--- src/hw/dpl_pkg.sv ---
// package: register map, field layouts, defaults and timing for the drive protection logic
package dpl_pkg;
  localparam int unsigned MCLK_HZ = 50000000;
  localparam int unsigned TICK_MS = 1;
  localparam int unsigned TICK_CYCLES = MCLK_HZ / 1000 * TICK_MS;
  localparam logic [11:0] MS_PER_SEC = 12'h3E8;

  localparam logic [11:0] ADDR_OVERLOAD = 12'h000;
  localparam logic [11:0] ADDR_STALL    = 12'h004;
  localparam logic [11:0] ADDR_PHASE    = 12'h008;
  localparam logic [11:0] ADDR_OUTSEL   = 12'h00C;
  localparam logic [11:0] ADDR_INPUTS   = 12'h010;
  localparam logic [11:0] ADDR_STATUS   = 12'h014;
  localparam logic [11:0] ADDR_CONTROL  = 12'h018;

  localparam logic [7:0] WARN_LEVEL_MIN = 8'h1E;
  localparam logic [7:0] WARN_LEVEL_MAX = 8'h96;
  localparam logic [7:0] WARN_LEVEL_DEF = 8'h96;
  localparam logic [5:0] WARN_TIME_MAX  = 6'h1E;
  localparam logic [5:0] WARN_TIME_DEF  = 6'h0A;
  localparam logic [7:0] TRIP_LEVEL_MIN = 8'h1E;
  localparam logic [7:0] TRIP_LEVEL_MAX = 8'hC8;
  localparam logic [7:0] TRIP_LEVEL_DEF = 8'hB4;
  localparam logic [5:0] TRIP_TIME_MAX  = 6'h3C;
  localparam logic [5:0] TRIP_TIME_DEF  = 6'h3C;
  localparam logic       TRIP_EN_DEF    = 1'b1;
  localparam logic [7:0] STALL_LEVEL_MIN = 8'h1E;
  localparam logic [7:0] STALL_LEVEL_MAX = 8'h96;
  localparam logic [7:0] STALL_LEVEL_DEF = 8'h96;
  localparam logic [2:0] STALL_MASK_DEF  = 3'h0;
  localparam logic [15:0] RATED_DEF      = 16'h0064;
  localparam logic [1:0] PHASE_SEL_DEF   = 2'h0;
  localparam logic [4:0] OUT_FUNC_DEF    = 5'h0C;
  localparam logic [4:0] RELAY_FUNC_DEF  = 5'h11;
  localparam logic [4:0] OUT_FUNC_MAX    = 5'h12;
  localparam logic [4:0] IN_FUNC_MAX     = 5'h19;

  localparam logic [4:0] FUNC_OVERLOAD = 5'h05;
  localparam logic [4:0] FUNC_STALL    = 5'h07;
  localparam logic [4:0] FUNC_FAULT    = 5'h11;
  localparam logic [4:0] FUNC_EXT_NO   = 5'h12;
  localparam logic [4:0] FUNC_EXT_NC   = 5'h13;

  localparam int unsigned NUM_INPUTS = 8;

  // field positions in the overload register
  localparam int unsigned OV_WLVL_LSB = 0;
  localparam int unsigned OV_WTIM_LSB = 8;
  localparam int unsigned OV_TLVL_LSB = 16;
  localparam int unsigned OV_TTIM_LSB = 24;
  localparam int unsigned OV_TEN_BIT  = 31;

  typedef enum logic [2:0] {
    DPL_RUN_STOP  = 3'b001,
    DPL_RUN_RAMP  = 3'b010,
    DPL_RUN_CONST = 3'b100
  } dpl_phase_t;

  typedef struct packed {
    logic overload_trip;
    logic out_phase;
    logic in_phase;
    logic capacitor;
    logic ext_trip;
  } dpl_fault_t;
endpackage

--- src/hw/dpl_top.sv ---
// drive protection logic: overload, stall, phase loss and external trip with apb registers
`timescale 1ns/1ns
`default_nettype none
// Summary of operation
// overload warning level in percent of rated current, 30 to 150, default 150
// output or relay selector code 5 drives overload warning status
// warning asserts after current stays above level for warning time, 0 to 30 s
// overload trip enable bit lets motor overload cut the output
// output off after current above trip level for trip time; 30-200 %, 0-60 s
// stall mask bit 0: decelerate during acceleration when current exceeds stall level
// stall mask bit 1: decelerate during constant speed when current exceeds stall level
// stall mask bit 2: pause deceleration while dc link voltage above threshold
// stall level is a percentage of the rated current setting
// stall mask is three bits: acceleration, constant speed, deceleration
// stall code 7 on an output reports stall status even with mask zero
// phase loss select 0 none, 1 output, 2 input, 3 both
// output phase loss selected: any lost output phase shuts output off
// input phase loss selected: any lost supply phase blocks output
// input phase loss selected: capacitor end of life also shuts output off
// output phase loss detection depends on the rated current setting
// eight input function codes; 18 normally-open trip, 19 normally-closed trip
// closed normally-open trip contact flags a fault and turns output off
// opened normally-closed trip contact flags a fault and turns output off
// stall action may stretch a ramp beyond its configured time
// any trip forces output off until cleared by fault reset
module dpl_top (
  // clock and reset
  input  wire logic        mclk,
  input  wire logic        reset,
  // apb slave
  input  wire logic        psel,
  input  wire logic        penable,
  input  wire logic        pwrite,
  input  wire logic [11:0] paddr,
  input  wire logic [31:0] pwdata,
  output logic             pready,
  output logic [31:0]      prdata,
  output logic             pslverr,
  // measurements from the power stage
  input  wire logic [15:0] motor_current,
  input  wire logic        dc_link_high,
  input  wire logic [2:0]  output_phase_ok,
  input  wire logic [2:0]  input_phase_ok,
  input  wire logic        capacitor_worn,
  input  wire logic        accelerating,
  input  wire logic        decelerating,
  input  wire logic        running,
  // external contacts
  input  wire logic [7:0]  input_contact,
  // drive commands and alarms
  output logic             output_enable,
  output logic             stall_decelerate,
  output logic             stall_hold_decel,
  output logic             ramp_stretch,
  output logic             open_collector_output,
  output logic             alarm_relay,
  output logic             fault_active
);
  // settings
  logic [7:0]  overload_warn_level;
  logic [5:0]  overload_warn_time;
  logic [7:0]  overload_trip_level;
  logic [5:0]  overload_trip_time;
  logic        overload_trip_enable;
  logic [2:0]  stall_phase_mask;
  logic [7:0]  stall_current_level;
  logic [15:0] motor_rated_current;
  logic [1:0]  phase_loss_select;
  logic [4:0]  output_terminal_function;
  logic [4:0]  relay_function;
  logic [4:0]  input_function [dpl_pkg::NUM_INPUTS];
  // state
  dpl_pkg::dpl_fault_t fault;
  dpl_pkg::dpl_phase_t run_phase;
  logic [15:0] tick_cnt;
  logic [9:0]  ms_cnt;
  logic [5:0]  warn_sec;
  logic [5:0]  trip_sec;
  logic        overload_warn;
  logic        stall_active;

  // apb decode
  wire        apb_wr    = psel & penable & pwrite;
  wire        hit_ovl   = paddr == dpl_pkg::ADDR_OVERLOAD;
  wire        hit_stall = paddr == dpl_pkg::ADDR_STALL;
  wire        hit_phase = paddr == dpl_pkg::ADDR_PHASE;
  wire        hit_osel  = paddr == dpl_pkg::ADDR_OUTSEL;
  wire        hit_in    = paddr == dpl_pkg::ADDR_INPUTS;
  wire        hit_stat  = paddr == dpl_pkg::ADDR_STATUS;
  wire        hit_ctl   = paddr == dpl_pkg::ADDR_CONTROL;
  wire        hit_any   = hit_ovl | hit_stall | hit_phase | hit_osel | hit_in | hit_stat | hit_ctl;
  wire        fault_clear = apb_wr & hit_ctl & pwdata[0];

  // out-of-range level and time writes are clamped, and out-of-range selector codes are stored as 0, so a setting never leaves its printed range
  function automatic logic [7:0] clamp8(input logic [7:0] v, input logic [7:0] lo, input logic [7:0] hi);
    clamp8 = (v < lo) ? lo : ((v > hi) ? hi : v);
  endfunction
  function automatic logic [5:0] clamp6(input logic [5:0] v, input logic [5:0] hi);
    clamp6 = (v > hi) ? hi : v;
  endfunction

  // percent of rated current, 16x8 product kept wide to avoid overflow
  wire [23:0] cur_pct100  = {8'h00, motor_current} * 24'h000064;
  wire [23:0] warn_thr    = {8'h00, motor_rated_current} * {16'h0000, overload_warn_level};
  wire [23:0] trip_thr    = {8'h00, motor_rated_current} * {16'h0000, overload_trip_level};
  wire [23:0] stall_thr   = {8'h00, motor_rated_current} * {16'h0000, stall_current_level};
  wire        over_warn   = cur_pct100 > warn_thr;
  wire        over_trip   = cur_pct100 > trip_thr;
  wire        over_stall  = cur_pct100 > stall_thr;
  wire        sec_tick    = (tick_cnt == 16'(dpl_pkg::TICK_CYCLES - 1)) && (ms_cnt == 10'(dpl_pkg::MS_PER_SEC - 1));

  // stall phase qualifiers
  wire stall_accel = stall_phase_mask[0] & accelerating & over_stall;
  wire stall_const = stall_phase_mask[1] & (run_phase == dpl_pkg::DPL_RUN_CONST) & over_stall;
  wire stall_decel = stall_phase_mask[2] & decelerating & dc_link_high;
  // status view is independent of the mask so code 7 works with the mask cleared
  wire stall_seen  = (over_stall & (accelerating | running)) | (decelerating & dc_link_high);

  // output phase loss is only checked while running and with a nonzero rated current setting
  wire out_loss = (phase_loss_select[0]) & running & (motor_rated_current != 16'h0000)
                  & (output_phase_ok != 3'h7);
  wire in_loss  = phase_loss_select[1] & (input_phase_ok != 3'h7);
  wire cap_trip = phase_loss_select[1] & (input_phase_ok == 3'h7) & capacitor_worn;
  wire ol_trip  = overload_trip_enable & over_trip &
                  (trip_sec >= overload_trip_time) & (overload_trip_time == 6'h00 || sec_tick | (trip_sec >= overload_trip_time));

  // external trip contacts, one lane per input
  wire [7:0] ext_hit;
  genvar gi;
  generate
    for (gi = 0; gi < dpl_pkg::NUM_INPUTS; gi++) begin : g_ext
      assign ext_hit[gi] = ((input_function[gi] == dpl_pkg::FUNC_EXT_NO) & input_contact[gi])
                         | ((input_function[gi] == dpl_pkg::FUNC_EXT_NC) & ~input_contact[gi]);
    end
  endgenerate

  wire any_fault = |fault;

  function automatic logic sel_out(input logic [4:0] f, input logic ow, input logic st, input logic fl);
    case (f)
      dpl_pkg::FUNC_OVERLOAD: sel_out = ow;
      dpl_pkg::FUNC_STALL:    sel_out = st;
      dpl_pkg::FUNC_FAULT:    sel_out = fl;
      default:                sel_out = 1'b0;
    endcase
  endfunction

  dpl_pkg::dpl_phase_t next_run_phase;
  always_comb begin
    case (1'b1)
      (accelerating | decelerating): next_run_phase = dpl_pkg::DPL_RUN_RAMP;
      running:                       next_run_phase = dpl_pkg::DPL_RUN_CONST;
      default:                       next_run_phase = dpl_pkg::DPL_RUN_STOP;
    endcase
  end

  // register writes
  always_ff @(posedge mclk) begin
    if (reset) begin
      overload_warn_level      <= dpl_pkg::WARN_LEVEL_DEF;
      overload_warn_time       <= dpl_pkg::WARN_TIME_DEF;
      overload_trip_level      <= dpl_pkg::TRIP_LEVEL_DEF;
      overload_trip_time       <= dpl_pkg::TRIP_TIME_DEF;
      overload_trip_enable     <= dpl_pkg::TRIP_EN_DEF;
      stall_phase_mask         <= dpl_pkg::STALL_MASK_DEF;
      stall_current_level      <= dpl_pkg::STALL_LEVEL_DEF;
      motor_rated_current      <= dpl_pkg::RATED_DEF;
      phase_loss_select        <= dpl_pkg::PHASE_SEL_DEF;
      output_terminal_function <= dpl_pkg::OUT_FUNC_DEF;
      relay_function           <= dpl_pkg::RELAY_FUNC_DEF;
    end else if (apb_wr) begin
      if (hit_ovl) begin
        overload_warn_level  <= clamp8(pwdata[dpl_pkg::OV_WLVL_LSB +: 8], dpl_pkg::WARN_LEVEL_MIN,
                                       dpl_pkg::WARN_LEVEL_MAX);
        overload_warn_time   <= clamp6(pwdata[dpl_pkg::OV_WTIM_LSB +: 6], dpl_pkg::WARN_TIME_MAX);
        overload_trip_level  <= clamp8(pwdata[dpl_pkg::OV_TLVL_LSB +: 8], dpl_pkg::TRIP_LEVEL_MIN,
                                       dpl_pkg::TRIP_LEVEL_MAX);
        overload_trip_time   <= clamp6(pwdata[dpl_pkg::OV_TTIM_LSB +: 6], dpl_pkg::TRIP_TIME_MAX);
        overload_trip_enable <= pwdata[dpl_pkg::OV_TEN_BIT];
      end
      if (hit_stall) begin
        stall_phase_mask    <= pwdata[2:0];
        stall_current_level <= clamp8(pwdata[15:8], dpl_pkg::STALL_LEVEL_MIN, dpl_pkg::STALL_LEVEL_MAX);
      end
      if (hit_phase) begin
        phase_loss_select   <= pwdata[1:0];
        motor_rated_current <= pwdata[31:16];
      end
      if (hit_osel) begin
        output_terminal_function <= (pwdata[4:0] > dpl_pkg::OUT_FUNC_MAX) ? 5'h00 : pwdata[4:0];
        relay_function           <= (pwdata[12:8] > dpl_pkg::OUT_FUNC_MAX) ? 5'h00 : pwdata[12:8];
      end
    end
  end

  generate
    for (gi = 0; gi < dpl_pkg::NUM_INPUTS; gi++) begin : g_infunc
      always_ff @(posedge mclk) begin
        if (reset) begin
          input_function[gi] <= 5'h00;
        end else if (apb_wr && hit_in) begin
          input_function[gi] <= (pwdata[gi*4 +: 4] == 4'h1) ? dpl_pkg::FUNC_EXT_NO :
                                (pwdata[gi*4 +: 4] == 4'h2) ? dpl_pkg::FUNC_EXT_NC : 5'h00;
        end
      end
    end
  endgenerate

  // one-second timebase, restarts whenever neither level is exceeded
  always_ff @(posedge mclk) begin
    if (reset || !(over_warn || over_trip)) begin
      tick_cnt <= 16'h0000;
      ms_cnt   <= 10'h000;
    end else if (tick_cnt == 16'(dpl_pkg::TICK_CYCLES - 1)) begin
      tick_cnt <= 16'h0000;
      ms_cnt   <= (ms_cnt == 10'(dpl_pkg::MS_PER_SEC - 1)) ? 10'h000 : ms_cnt + 10'h001;
    end else begin
      tick_cnt <= tick_cnt + 16'h0001;
    end
  end

  // warning and trip duration counters saturate at their printed maxima
  always_ff @(posedge mclk) begin
    if (reset || !over_warn) begin
      warn_sec      <= 6'h00;
      overload_warn <= 1'b0;
    end else begin
      if (sec_tick && warn_sec < dpl_pkg::WARN_TIME_MAX) warn_sec <= warn_sec + 6'h01;
      overload_warn <= warn_sec >= overload_warn_time;
    end
  end

  always_ff @(posedge mclk) begin
    if (reset || !over_trip) begin
      trip_sec <= 6'h00;
    end else if (sec_tick && trip_sec < dpl_pkg::TRIP_TIME_MAX) begin
      trip_sec <= trip_sec + 6'h01;
    end
  end

  // latched faults; a new fault in the clear cycle still latches
  always_ff @(posedge mclk) begin
    if (reset) begin
      fault <= '0;
    end else begin
      fault.overload_trip <= ol_trip  | (fault.overload_trip & ~fault_clear);
      fault.out_phase     <= out_loss | (fault.out_phase & ~fault_clear);
      fault.in_phase      <= in_loss  | (fault.in_phase & ~fault_clear);
      fault.capacitor     <= cap_trip | (fault.capacitor & ~fault_clear);
      fault.ext_trip      <= (|ext_hit) | (fault.ext_trip & ~fault_clear);
    end
  end

  always_ff @(posedge mclk) begin
    if (reset) begin
      run_phase             <= dpl_pkg::DPL_RUN_STOP;
      stall_active          <= 1'b0;
      output_enable         <= 1'b0;
      stall_decelerate      <= 1'b0;
      stall_hold_decel      <= 1'b0;
      ramp_stretch          <= 1'b0;
      open_collector_output <= 1'b0;
      alarm_relay           <= 1'b0;
      fault_active          <= 1'b0;
    end else begin
      run_phase             <= next_run_phase;
      stall_active          <= stall_seen;
      output_enable         <= ~any_fault;
      stall_decelerate      <= ~any_fault & (stall_accel | stall_const);
      stall_hold_decel      <= ~any_fault & stall_decel;
      ramp_stretch          <= ~any_fault & (stall_accel | stall_decel);
      open_collector_output <= sel_out(output_terminal_function, overload_warn, stall_active, any_fault);
      alarm_relay           <= sel_out(relay_function, overload_warn, stall_active, any_fault);
      fault_active          <= any_fault;
    end
  end

  // apb read path and answer; zero wait states
  assign pready  = 1'b1;
  assign pslverr = psel & penable & ~hit_any;
  wire [31:0] rd_in;
  generate
    for (gi = 0; gi < dpl_pkg::NUM_INPUTS; gi++) begin : g_rdin
      assign rd_in[gi*4 +: 4] = (input_function[gi] == dpl_pkg::FUNC_EXT_NO) ? 4'h1 :
                                (input_function[gi] == dpl_pkg::FUNC_EXT_NC) ? 4'h2 : 4'h0;
    end
  endgenerate
  wire [31:0] rd_ovl = {overload_trip_enable, 1'b0, overload_trip_time, overload_trip_level,
                        2'b00, overload_warn_time, overload_warn_level};
  wire [31:0] rd_sta = {22'h000000, overload_warn, stall_active, over_trip, over_warn, 1'b0, fault};
  assign prdata = hit_ovl   ? rd_ovl :
                  hit_stall ? {16'h0000, stall_current_level, 5'h00, stall_phase_mask} :
                  hit_phase ? {motor_rated_current, 14'h0000, phase_loss_select} :
                  hit_osel  ? {19'h00000, relay_function, 3'h0, output_terminal_function} :
                  hit_in    ? rd_in :
                  hit_stat  ? rd_sta : 32'h00000000;
endmodule // dpl_top
`default_nettype wire

--- config.mk ---
export PLATFORM = sky130hd
export DESIGN_NAME = dpl_top
export DESIGN_NICKNAME = d
export VERILOG_FILES = /design/src/hw/dpl_pkg.sv /design/src/hw/dpl_top.sv
export SDC_FILE = /design/constraint.sdc
export NUM_CORES = 1
export LEC_CHECK = 0
export BUFFER_PORTS_ARGS = -buffer_cell sky130_fd_sc_hd__clkbuf_2
export CORE_ASPECT_RATIO = 0.7
export CORE_MARGIN = 5
export CORE_UTILIZATION = 45
export DETAILED_ROUTE_END_ITERATION = 10
export HOLD_SLACK_MARGIN = 0.02
export PLACE_DENSITY = 0.69
export SYNTH_ARGS = -nofsm -noshare
export SYNTH_HDL_FRONTEND = slang
export SYNTH_SLANG_ARGS = --single-unit
--- constraint.sdc ---
create_clock -name mclk -period 16.49 [get_ports mclk]
set_input_delay 4.947 -clock mclk [delete_from_list [all_inputs] [get_ports mclk]]
set_output_delay 4.947 -clock mclk [all_outputs]
set_load 0.02 [all_outputs]
* Yosys cells after proc, flatten, opt, wreduce, memory -nomap -nowiden
Memory sizes are Yosys's and may differ from the RTL's. Cells that the tools add are included.
Word-level totals: register bits after elaboration 123, bits in latches 0, RAM bits 40, memory bits (read-only) 0, input port bits 84, output and inout bits 41, logic and storage cells 286, memories kept 1
Cells by class: add/sub/neg operators 4, multiply operators 4, divide/modulo/power cells 0, magnitude comparators 17, equality and inequality tests 50, shifts and indexed selects 0, muxes and demuxes 66, bitwise operators 90, reduce and logical (&&, ||, !) cells 23
Memories:
- input_function | words 8, bits a word 5, read ports 8, clocked after Yosys merged registers in 0, wr ports 8, line dpl_top.sv:71 | logic [4:0] input_function [dpl_pkg::NUM_INPUTS];
Operator list (number):
- $mux W5 | 26
- $mux W32 | 3
- $eq A5 B5 Y1 const B | 18
- $gt A23 B24 Y1 | 3
- $mul A16 B8 Y24 | 3
- $mux W30 | 2
- $mux W8 | 6
- $and A1 B1 Y1 | 46
- $eq A12 B5 Y1 const B | 3
- $mux W2 | 17
- $or A1 B1 Y1 | 33
- $eq A4 B1 Y1 const B | 8
- $eq A4 B2 Y1 const B | 8
- $eq A12 B4 Y1 const B | 2
- $gt A8 B8 Y1 const B | 3
- $lt A8 B5 Y1 const B | 3
- $mul A16 B5 Y21 const B | 1
- $eq A5 B3 Y1 const B | 4
- $mux W10 | 2
- $add A16 B1 Y16 const B | 1
- $eq A16 B16 Y1 const B | 1
- $reduce_bool A16 Y1 | 1
- $add A6 B1 Y6 const B | 2
- $eq A12 B3 Y1 const B | 1
- other kinds (24) | 57

* Logic depth before layout (Yosys ltp)
Gate-level depths: netlist of run 1.
depth after elaboration 9, gate-level depth with buffers 32, depth with buffers taken out 29

* Worst setup path after synthesis of run 1
OpenSTA, ideal clock, no wires.
path kind input to output, start in motor_current[2], end out prdata[7], arrival time 9775 ps, required time 11543 ps, setup slack 1768 ps, cell stages on the path 22, path buffers 0, path through ha_1 ha_1 inv_1 fa_1 inv_1 ha_1 nor2b_1 o21a_1 o21ai_0 a21oi_1 a41o_1 o41ai_1 o211ai_1 a21oi_1 xnor2_1 ha_1 nand3_1 nor3b_1 a211o_1 a2111oi_0 a21oi_1 a32o_1
On the way: longest elaborated chain between the ends 8
Ends and longest elaborated chain:
- from (decl) | line dpl_top.sv:40 | input wire logic [15:0] motor_current,
- $mul A16 B5 Y21 | line dpl_top.sv:103 | wire [23:0] cur_pct100 = {8'h00, motor_current} * 24'h000064;
- $gt A23 B24 Y1 | line dpl_top.sv:108 | wire over_trip = cur_pct100 > trip_thr;
- $mux W10 | line dpl_top.sv:296 | hit_stat ? rd_sta : 32'h00000000;
- $mux W30 | line dpl_top.sv:295 | hit_in ? rd_in :
- $mux W30 | line dpl_top.sv:294 | hit_osel ? {19'h00000, relay_function, 3'h0, output_terminal_function} :
- $mux W32 | line dpl_top.sv:293 | hit_phase ? {motor_rated_current, 14'h0000, phase_loss_select} :
- $mux W32 | line dpl_top.sv:292 | hit_stall ? {16'h0000, stall_current_level, 5'h00, stall_phase_mask} :
- $mux W32 | line dpl_top.sv:291 | assign prdata = hit_ovl ? rd_ovl :
- to (decl) | line dpl_top.sv:37 | output logic [31:0] prdata,
No other way between the ends.

* Worst setup path after layout of run 1
Ends and elaborated chain as after synthesis.

==> results of run 1 <==
[cells in the final DEF (no fill, tap or decap), types with 24 or more instances in the layout]
cell type | Yosys | routed
inv_1 | 391 | 391
and2_1 | 271 | 271
nand2_1 | 267 | 267
ha_1 | 264 | 264
fa_1 | 263 | 263
a21oi_1 | 128 | 128
dfxtp_1 | 123 | 123
clkbuf_2 | 0 | 123
nor2_1 | 102 | 102
xnor2_1 | 61 | 61
xor2_1 | 61 | 61
nand3_1 | 60 | 60
nor3_1 | 56 | 56
o21ai_0 | 55 | 55
a21o_1 | 32 | 32
nand4_1 | 24 | 24
[metal layers]
metal | track usage | routed length, µm | share of wire | vias up
met5 | 0 | 0 | 0 | -
met4 | 0.0629 | 1500 | 0.025 | 0
met3 | 0.0477 | 4900 | 0.080 | 92
met2 | 0.358 | 27400 | 0.45 | 705
met1 | 0.323 | 27200 | 0.45 | 9177
li1 | - | - | - | 8534
[synthesized netlist by cell type (all sizes together) (24+ instances only)]
cell / number / area share
xnor2: 61 / 0.024
xor2: 61 / 0.024
nor2: 106 / 0.020
and2: 271 / 0.078
nand2: 270 / 0.047
fa: 263 / 0.24
ha: 264 / 0.15
nand3: 61 / 0.014
clkbuf: 107 / 0.018
a21o: 32 / 0.011
dfxtp: 123 / 0.11
o21ai: 59 / 0.014
a21oi: 128 / 0.029
inv: 392 / 0.067
nand4: 24 / 0.0069
nor3: 61 / 0.015
[through the flow]
step                      power (µW)  area [µm²]  hold WS [ns]  cells
after floorplan                  643       21800         0.420   2589
after global placement           739       22900         0.437   3270
after detailed placement         754       22900         0.449   3270
after CTS                       1130       23500         0.458   3301
after global routing            1200       23500         0.476   3301
final                           1130       23500         0.452   3301
[kinds of logic (layout without fill, tap and decap cells)]
family | Yosys count | after routing | synth area share
XOR/XNOR | 122 | 122 | 0.0490
flip-flops | 139 | 139 | 0.135
multiplexers | 6 | 6 | 0.00275
AO/OA/AOI/OAI | 374 | 374 | 0.113
AND/OR/NAND/NOR | 909 | 909 | 0.218
adder cells (fa/ha/maj) | 527 | 527 | 0.393
other | 1 | 1 | 0.000172
buffers and inverters | 511 | 568 | 0.0897
[critical path: stages]
cell	delay [ns]
clkbuf_2	0.15
ha_1	0.31
ha_1	0.27
inv_1	0.05
fa_1	0.50
inv_1	0.04
ha_1	0.32
nor2b_1	0.15
o21a_1	0.18
o21ai_0	0.24
a21oi_1	0.15
a41o_1	0.28
o41ai_1	0.57
o211ai_1	0.20
a21oi_1	0.21
xnor2_1	0.24
ha_1	0.32
nand3_1	0.11
nor3b_1	0.06
a211o_1	0.27
a2111oi_0	0.36
a21oi_1	0.31
a32o_1	0.36
clkbuf_2	0.16
[power by group]
group	total, µW	internal, µW	switching [µW]	leakage (µW)
clock network	376	222	154	0.000275
logic	401	154	248	0.0102
registers	354	349	4.78	0.00115
total	1130	725	406	0.0116
[how the worst min path moves through the flow]
stage | from | end
after global placement | tick_cnt[0]$_SDFF_PP0_ | tick_cnt[0]$_SDFF_PP0_
after detailed placement | tick_cnt[0]$_SDFF_PP0_ | tick_cnt[0]$_SDFF_PP0_
after floorplan | tick_cnt[0]$_SDFF_PP0_ | tick_cnt[0]$_SDFF_PP0_
after CTS | tick_cnt[0]$_SDFF_PP0_ | tick_cnt[0]$_SDFF_PP0_
final | tick_cnt[0]$_SDFF_PP0_ | tick_cnt[0]$_SDFF_PP0_
after global routing | tick_cnt[0]$_SDFF_PP0_ | tick_cnt[0]$_SDFF_PP0_
[state kept, by name, summed over array words and instances (netlist names), 8 cells and up]
signal,cells
motor_rated_current,16
overload_warn_level,8
stall_current_level,8
input_function,16
tick_cnt,16
overload_trip_level,8
ms_cnt,10
[final cells by class]
cell class,count,area share
multi-input combinational,1939,0.720
sequential,139,0.125
inverter,392,0.0626
tap,655,0.0349
timing repair buffer,145,0.0332
clock buffer,24,0.0223
clock inverter,7,0.00229
==> results.json, run 1 <==
{
  "post_drt_wl_per_cell_um": 18.5,
  "ios": 125,
  "synth.avg_cell_area_um2": 8.42,
  "critical_path_class": "in -> out",
  "synth-edff-count": 16,
  "clk_latency_ns": 0.43,
  "num_antenna_cells": 0,
  "dieArea_um2": 53000,
  "status": "finished clean",
  "crit_fanout": 5,
  "fin_skew_ns": 0.0164,
  "yosysWarnings": 0,
  "drc": 0,
  "worstRegToRegCells": 27,
  "synth.distinct_cells": 86,
  "crit_arrival_ns": 10.76,
  "drtAntennaViolNets": 0,
  "worstHoldPathCells": 1,
  "yosys_register_bits": 139,
  "vdd_drop_max_uv": 70.7,
  "grt_pass1_wl_um": 99000,
  "drt-initial-drc-count": 1605,
  "synth_cells": 2589,
  "drive_gt1_frac": 0.0767,
  "cp-endpoint": "prdata[7]",
  "clk_path_buf_depth": 2,
  "finalWeightedCongestion": 0.938,
  "max-cap-violations": 0,
  "start_util": 0.456,
  "fillCellCount": 4476,
  "dp_hpwl_um": 48600,
  "pre_cts_ws_ns": 0.808,
  "vias_per_cell": 5.61,
  "yosysSeqAreaShare": 0.135,
  "ys_async_sr_fraction": 0,
  "root_buffer": "clkbuf_16",
  "numCtsBuffers": 17,
  "grt_pass1_vias": 18700,
  "core_um2": 47900,
  "clock.fmax_ghz": 0.0637,
  "fin_crit_ns": 15.71,
  "grt_max_degree": 35,
  "wirelength_um": 60900,
  "antenna_found_initial": 1,
  "setup_violations": 0,
  "cp-startpoint": "motor_current[2]",
  "tightestPinTransition_ns": 1.18,
  "critPathLaunchType": "input pin",
  "io_buffers": 123,
  "grt_usage": 0.229,
  "rsz0062_at_grt": "false",
  "critPathCaptureType": "output port",
  "tns_ns": 0,
  "cp_data_required_time_ns": 11.54,
  "regToRegStartpoint": "motor_rated_current[5]$_SDFFE_PP1P_",
  "cts_hold_buf": 0,
  "hold_path.class": "reg -> reg",
  "cts.clk_slew.worst_paths_ns": 0.06,
  "post-route-period-util": 0.953,
  "synth_area_um2": 21800,
  "synthToLayoutAreaGrowth_pct": 7.77,
  "final_core_util": 0.491,
  "seqCellArea_um2": 2940,
  "synth_flop_cell": "dfxtp_1",
  "cts_tree": "done",
  "row_count": 67,
  "p_per_area_nw_per_um2": 48.1,
  "cts.sinks": 139,
  "setup_ws_ns": 0.782,
  "drv_slew": 0,
  "die_h_um": 194,
  "synthesis.nets": 3200,
  "htreeDepth": 4,
  "hold_violations": 0,
  "fp.dieW_um": 273,
  "cts_setup_buffers": 0,
  "vias": 18500,
  "r2r_end": "tick_cnt[14]$_SDFF_PP0_",
  "relSlewSlack": 0.211,
  "leakagePower_uw": 0.0116,
  "multi_input_area_um2": 16900,
  "worst-r2r-setup-slack_ns": 7.93,
  "grt-ovfl-total": 0,
  "postCtsResizedCells": 0,
  "fin_nets": 3245,
  "drt-pass1-iter-count": 6
}
No activity file was read; power rests on OpenSTA's default activity.
==> inputs of run 2 (changes only) <==
--- a/config.mk
+++ b/config.mk
@@ -5,6 +5,7 @@
 export SDC_FILE = /design/constraint.sdc
 export NUM_CORES = 1
 export LEC_CHECK = 0
+export ABC_AREA = 1
 export BUFFER_PORTS_ARGS = -buffer_cell sky130_fd_sc_hd__clkbuf_2
 export CORE_ASPECT_RATIO = 0.7
 export CORE_MARGIN = 5
==> run 2 against run 1 <==
  * First-iteration DRC count is 7.4% higher
  * Register-to-register slack improved by 1.4 ns
  * Critical path depth stayed put
  * Global-route usage shrank 0.32 points
  * Worst hold slack improved by 0.0019 ns
  * Highest routed layer unchanged
  * Setup slack improved by 1.0 ns
  * Sequential share of layout area fell by 0.52 points
  * Cell count grew 19%
  * Sequential power about the same
  * Area after synthesis increased by 4.3%
  * Clock power up 9.3%
  * Power increased by 2.4%
==> results.json, run 2 <==
{
  "status": "finished clean",
  "cts_tree": "done",
  "finalWeightedCongestion": 0.974,
  "clk_latency_ns": 0.44,
  "num_antenna_cells": 0,
  "critPathCaptureType": "output port",
  "hold_violations": 0,
  "fp.dieW_um": 279,
  "yosys.area.top_type": "fa_1",
  "max-cap-violations": 0,
  "drv_slew": 0,
  "fin_cells": 3920,
  "root_buffer": "clkbuf_16",
  "met2_usage": 0.345,
  "ys_async_sr_fraction": 0,
  "postCtsResizedCells": 0,
  "die_h_um": 198,
  "tightestPinTransition_ns": 1.23,
  "synthToLayoutAreaGrowth_pct": 7.81,
  "synth_flop_cell": "dfxtp_1",
  "crit_arrival_ns": 9.74,
  "core_um2": 50400,
  "row_count": 69,
  "synth_top_area_frac": 0.231,
  "fin_skew_ns": 0.0101,
  "dp_hpwl_um": 50600,
  "clock.fmax_ghz": 0.0681,
  "drt-initial-drc-count": 1724,
  "synth_area_leaders": "fa_1, ha_1, inv_1",
  "grt_usage": 0.226,
  "cp-endpoint": "prdata[7]",
  "synth_area_um2": 22800,
  "ios": 125,
  "drive_gt1_frac": 0.0653,
  "cts.clk_slew.worst_paths_ns": 0.06,
  "cts_setup_buffers": 0,
  "rsz0062_at_grt": "false",
  "antenna_found_initial": 0,
  "yosys_register_bits": 139,
  "vias_per_cell": 5.11,
  "placedCellCount": 3888,
  "relSlewSlack": 0.175,
  "start_util": 0.451,
  "path_cells": "clkbuf_2, ha_1, ha_1, inv_1, fa_1, inv_1, ha_1, a21oi_1, nand2_1, a21oi_1, o21ai_0, a21boi_0, o21ai_0, xor2_1, ha_1, inv_1, nor3_1, nand2_1, nand2_1, nand2_1, nand2_1, nand3_1, o21ai_0, clkbuf_2",
  "synth.avg_cell_area_um2": 7.13,
  "worstRegToRegCells": 29,
  "synth-edff-count": 16,
  "fin_nets": 3844,
  "grt-ovfl-total": 0,
  "critPathLaunchType": "input pin",
  "cp-startpoint": "motor_current[2]",
  "cp_slowest_stage_delay_ns": 0.49,
  "post_drt_wl_per_cell_um": 15.8,
  "drtAntennaViolNets": 0,
  "cp_data_required_time_ns": 11.54,
  "most-common-layout-cells": "inv_1, nand2_1, ha_1",
  "drt-pass1-iter-count": 8,
  "vdd_drop_max_uv": 60.3,
  "crit_fanout": 5,
  "synth_cells": 3191,
  "io_buffers": 123,
  "synthesis.nets": 3802,
  "grtUsageMet3": 0.0527,
  "dieArea_um2": 55200,
  "drc": 0,
  "cp_slowest_cell": "fa_1",
  "yosysSeqAreaShare": 0.129,
  "htreeDepth": 4,
  "post-route-period-util": 0.890,
  "whs_ns": 0.454,
  "numCtsBuffers": 17,
  "grt_max_degree": 43,
  "reg_top3": "input_function: 16 flops, motor_rated_current: 16 flops, tick_cnt: 16 flops",
  "yosysMostFrequentCell": "inv_1",
  "hold_start": "tick_cnt[0]$_SDFF_PP0_",
  "post_dp_cell_area_um2": 23900,
  "regToRegStartpoint": "motor_rated_current[5]$_SDFFE_PP1P_",
  "final_common_cell": "inv_1",
  "p_per_area_nw_per_um2": 47.2,
  "report.power.total_uw": 1160,
  "clk_path_buf_depth": 2,
  "fillCellCount": 5030,
  "cpMostUsedCell": "nand2_1",
  "tns_ns": 0,
  "fin_crit_ns": 14.68,
  "synth.distinct_cells": 57,
  "grt_pass1_vias": 19300,
  "leakagePower_uw": 0.0143,
  "wirelength_um": 62100,
  "worst-r2r-setup-slack_ns": 9.36,
  "yosysWarnings": 0,
  "setup_violations": 0,
  "hold_path.class": "reg -> reg",
  "stdcell_area_um2": 24500,
  "critical_path_class": "in -> out",
  "met1_usage": 0.332,
  "cts.sinks": 139,
  "r2r_end": "tick_cnt[4]$_SDFF_PP0_",
  "busiest_layer": "met2",
  "grt_pass1_wl_um": 101000,
  "vias": 20000,
  "synth_common_cells": "inv_1, nand2_1, ha_1",
  "cts_hold_buf": 0
}
-- run 2: cell count changes after synthesis, moves of 20 or more --
cell	delta
a21o_1	-21
nand2b_1	-20
a21oi_1	+41
xnor2_1	-24
nand2_1	+465
inv_1	+438
nor2_1	+42
o21ai_0	+41
nand3_1	+36
and2_1	-271
nor3_1	-25
-- run 2: routing by layer --
| metal | up-vias | wire length, µm |
|---|---|---|
| met4 | 0 | 932 |
| met1 | 9468 | 28800 |
| li1 | 9797 | - |
| met3 | 71 | 5720 |
| met2 | 694 | 26600 |
| met5 | - | 0 |
-- run 2: logic make-up (layout without fill, tap and decap cells) --
logic type                 count (synthesis)  in the layout  synth area share
AOI/OAI and AO/OA                        378            378            0.0967
xor gates and xnor gates                  97             97            0.0373
adders and majority gates                527            527             0.377
buffers and inverters                    954           1009             0.158
DFF                                      139            139             0.129
muxes                                      1              1          0.000440
other                                      1              1          0.000165
and+or+nand+nor                         1094           1094             0.201
-- run 2: power breakdown --
group          internal, µW  leakage, µW  switching, µW
registers               348      0.00115           4.69
logic                   143       0.0128            251
clock network           258     0.000312            154
total                   749       0.0143            409
-- run 2: layout make-up --
type	count	area [µm²]	share of cell area
Multi-Input combinational cell	2098	16200	0.661
Sequential cell	139	2940	0.120
Timing Repair Buffer	145	781	0.0318
Clock buffer	22	494	0.0201
Inverter	832	3120	0.127
Tap cell	674	843	0.0344
Clock inverter	10	136	0.00556
-- run 2: worst min path at each step --
stage                                         to  slack [ns]  cells past startpoint
final                     tick_cnt[0]$_SDFF_PP0_        0.45                      1
after global routing      tick_cnt[0]$_SDFF_PP0_        0.49                      1
after CTS                 tick_cnt[0]$_SDFF_PP0_        0.46                      1
after detailed placement  tick_cnt[0]$_SDFF_PP0_        0.45                      1
after global placement    tick_cnt[0]$_SDFF_PP0_        0.43                      1
after floorplan           tick_cnt[0]$_SDFF_PP0_        0.42                      1
-- run 2: critical path: cells and delay by family --
kind | cells | cell delay [ns]
buf+inv | 5 | 0.54
fa+ha+maj | 5 | 1.75
xor+xnor | 1 | 0.21
compound gates | 6 | 1.44
simple gates | 7 | 0.83
-- run 2: through the flow --
step                       util  setup WS (ns)
after floorplan               -           2.60
after global placement    0.474           1.81
after detailed placement  0.474           1.80
after CTS                 0.486           1.79
after global routing      0.486           1.42
final                     0.486           1.81
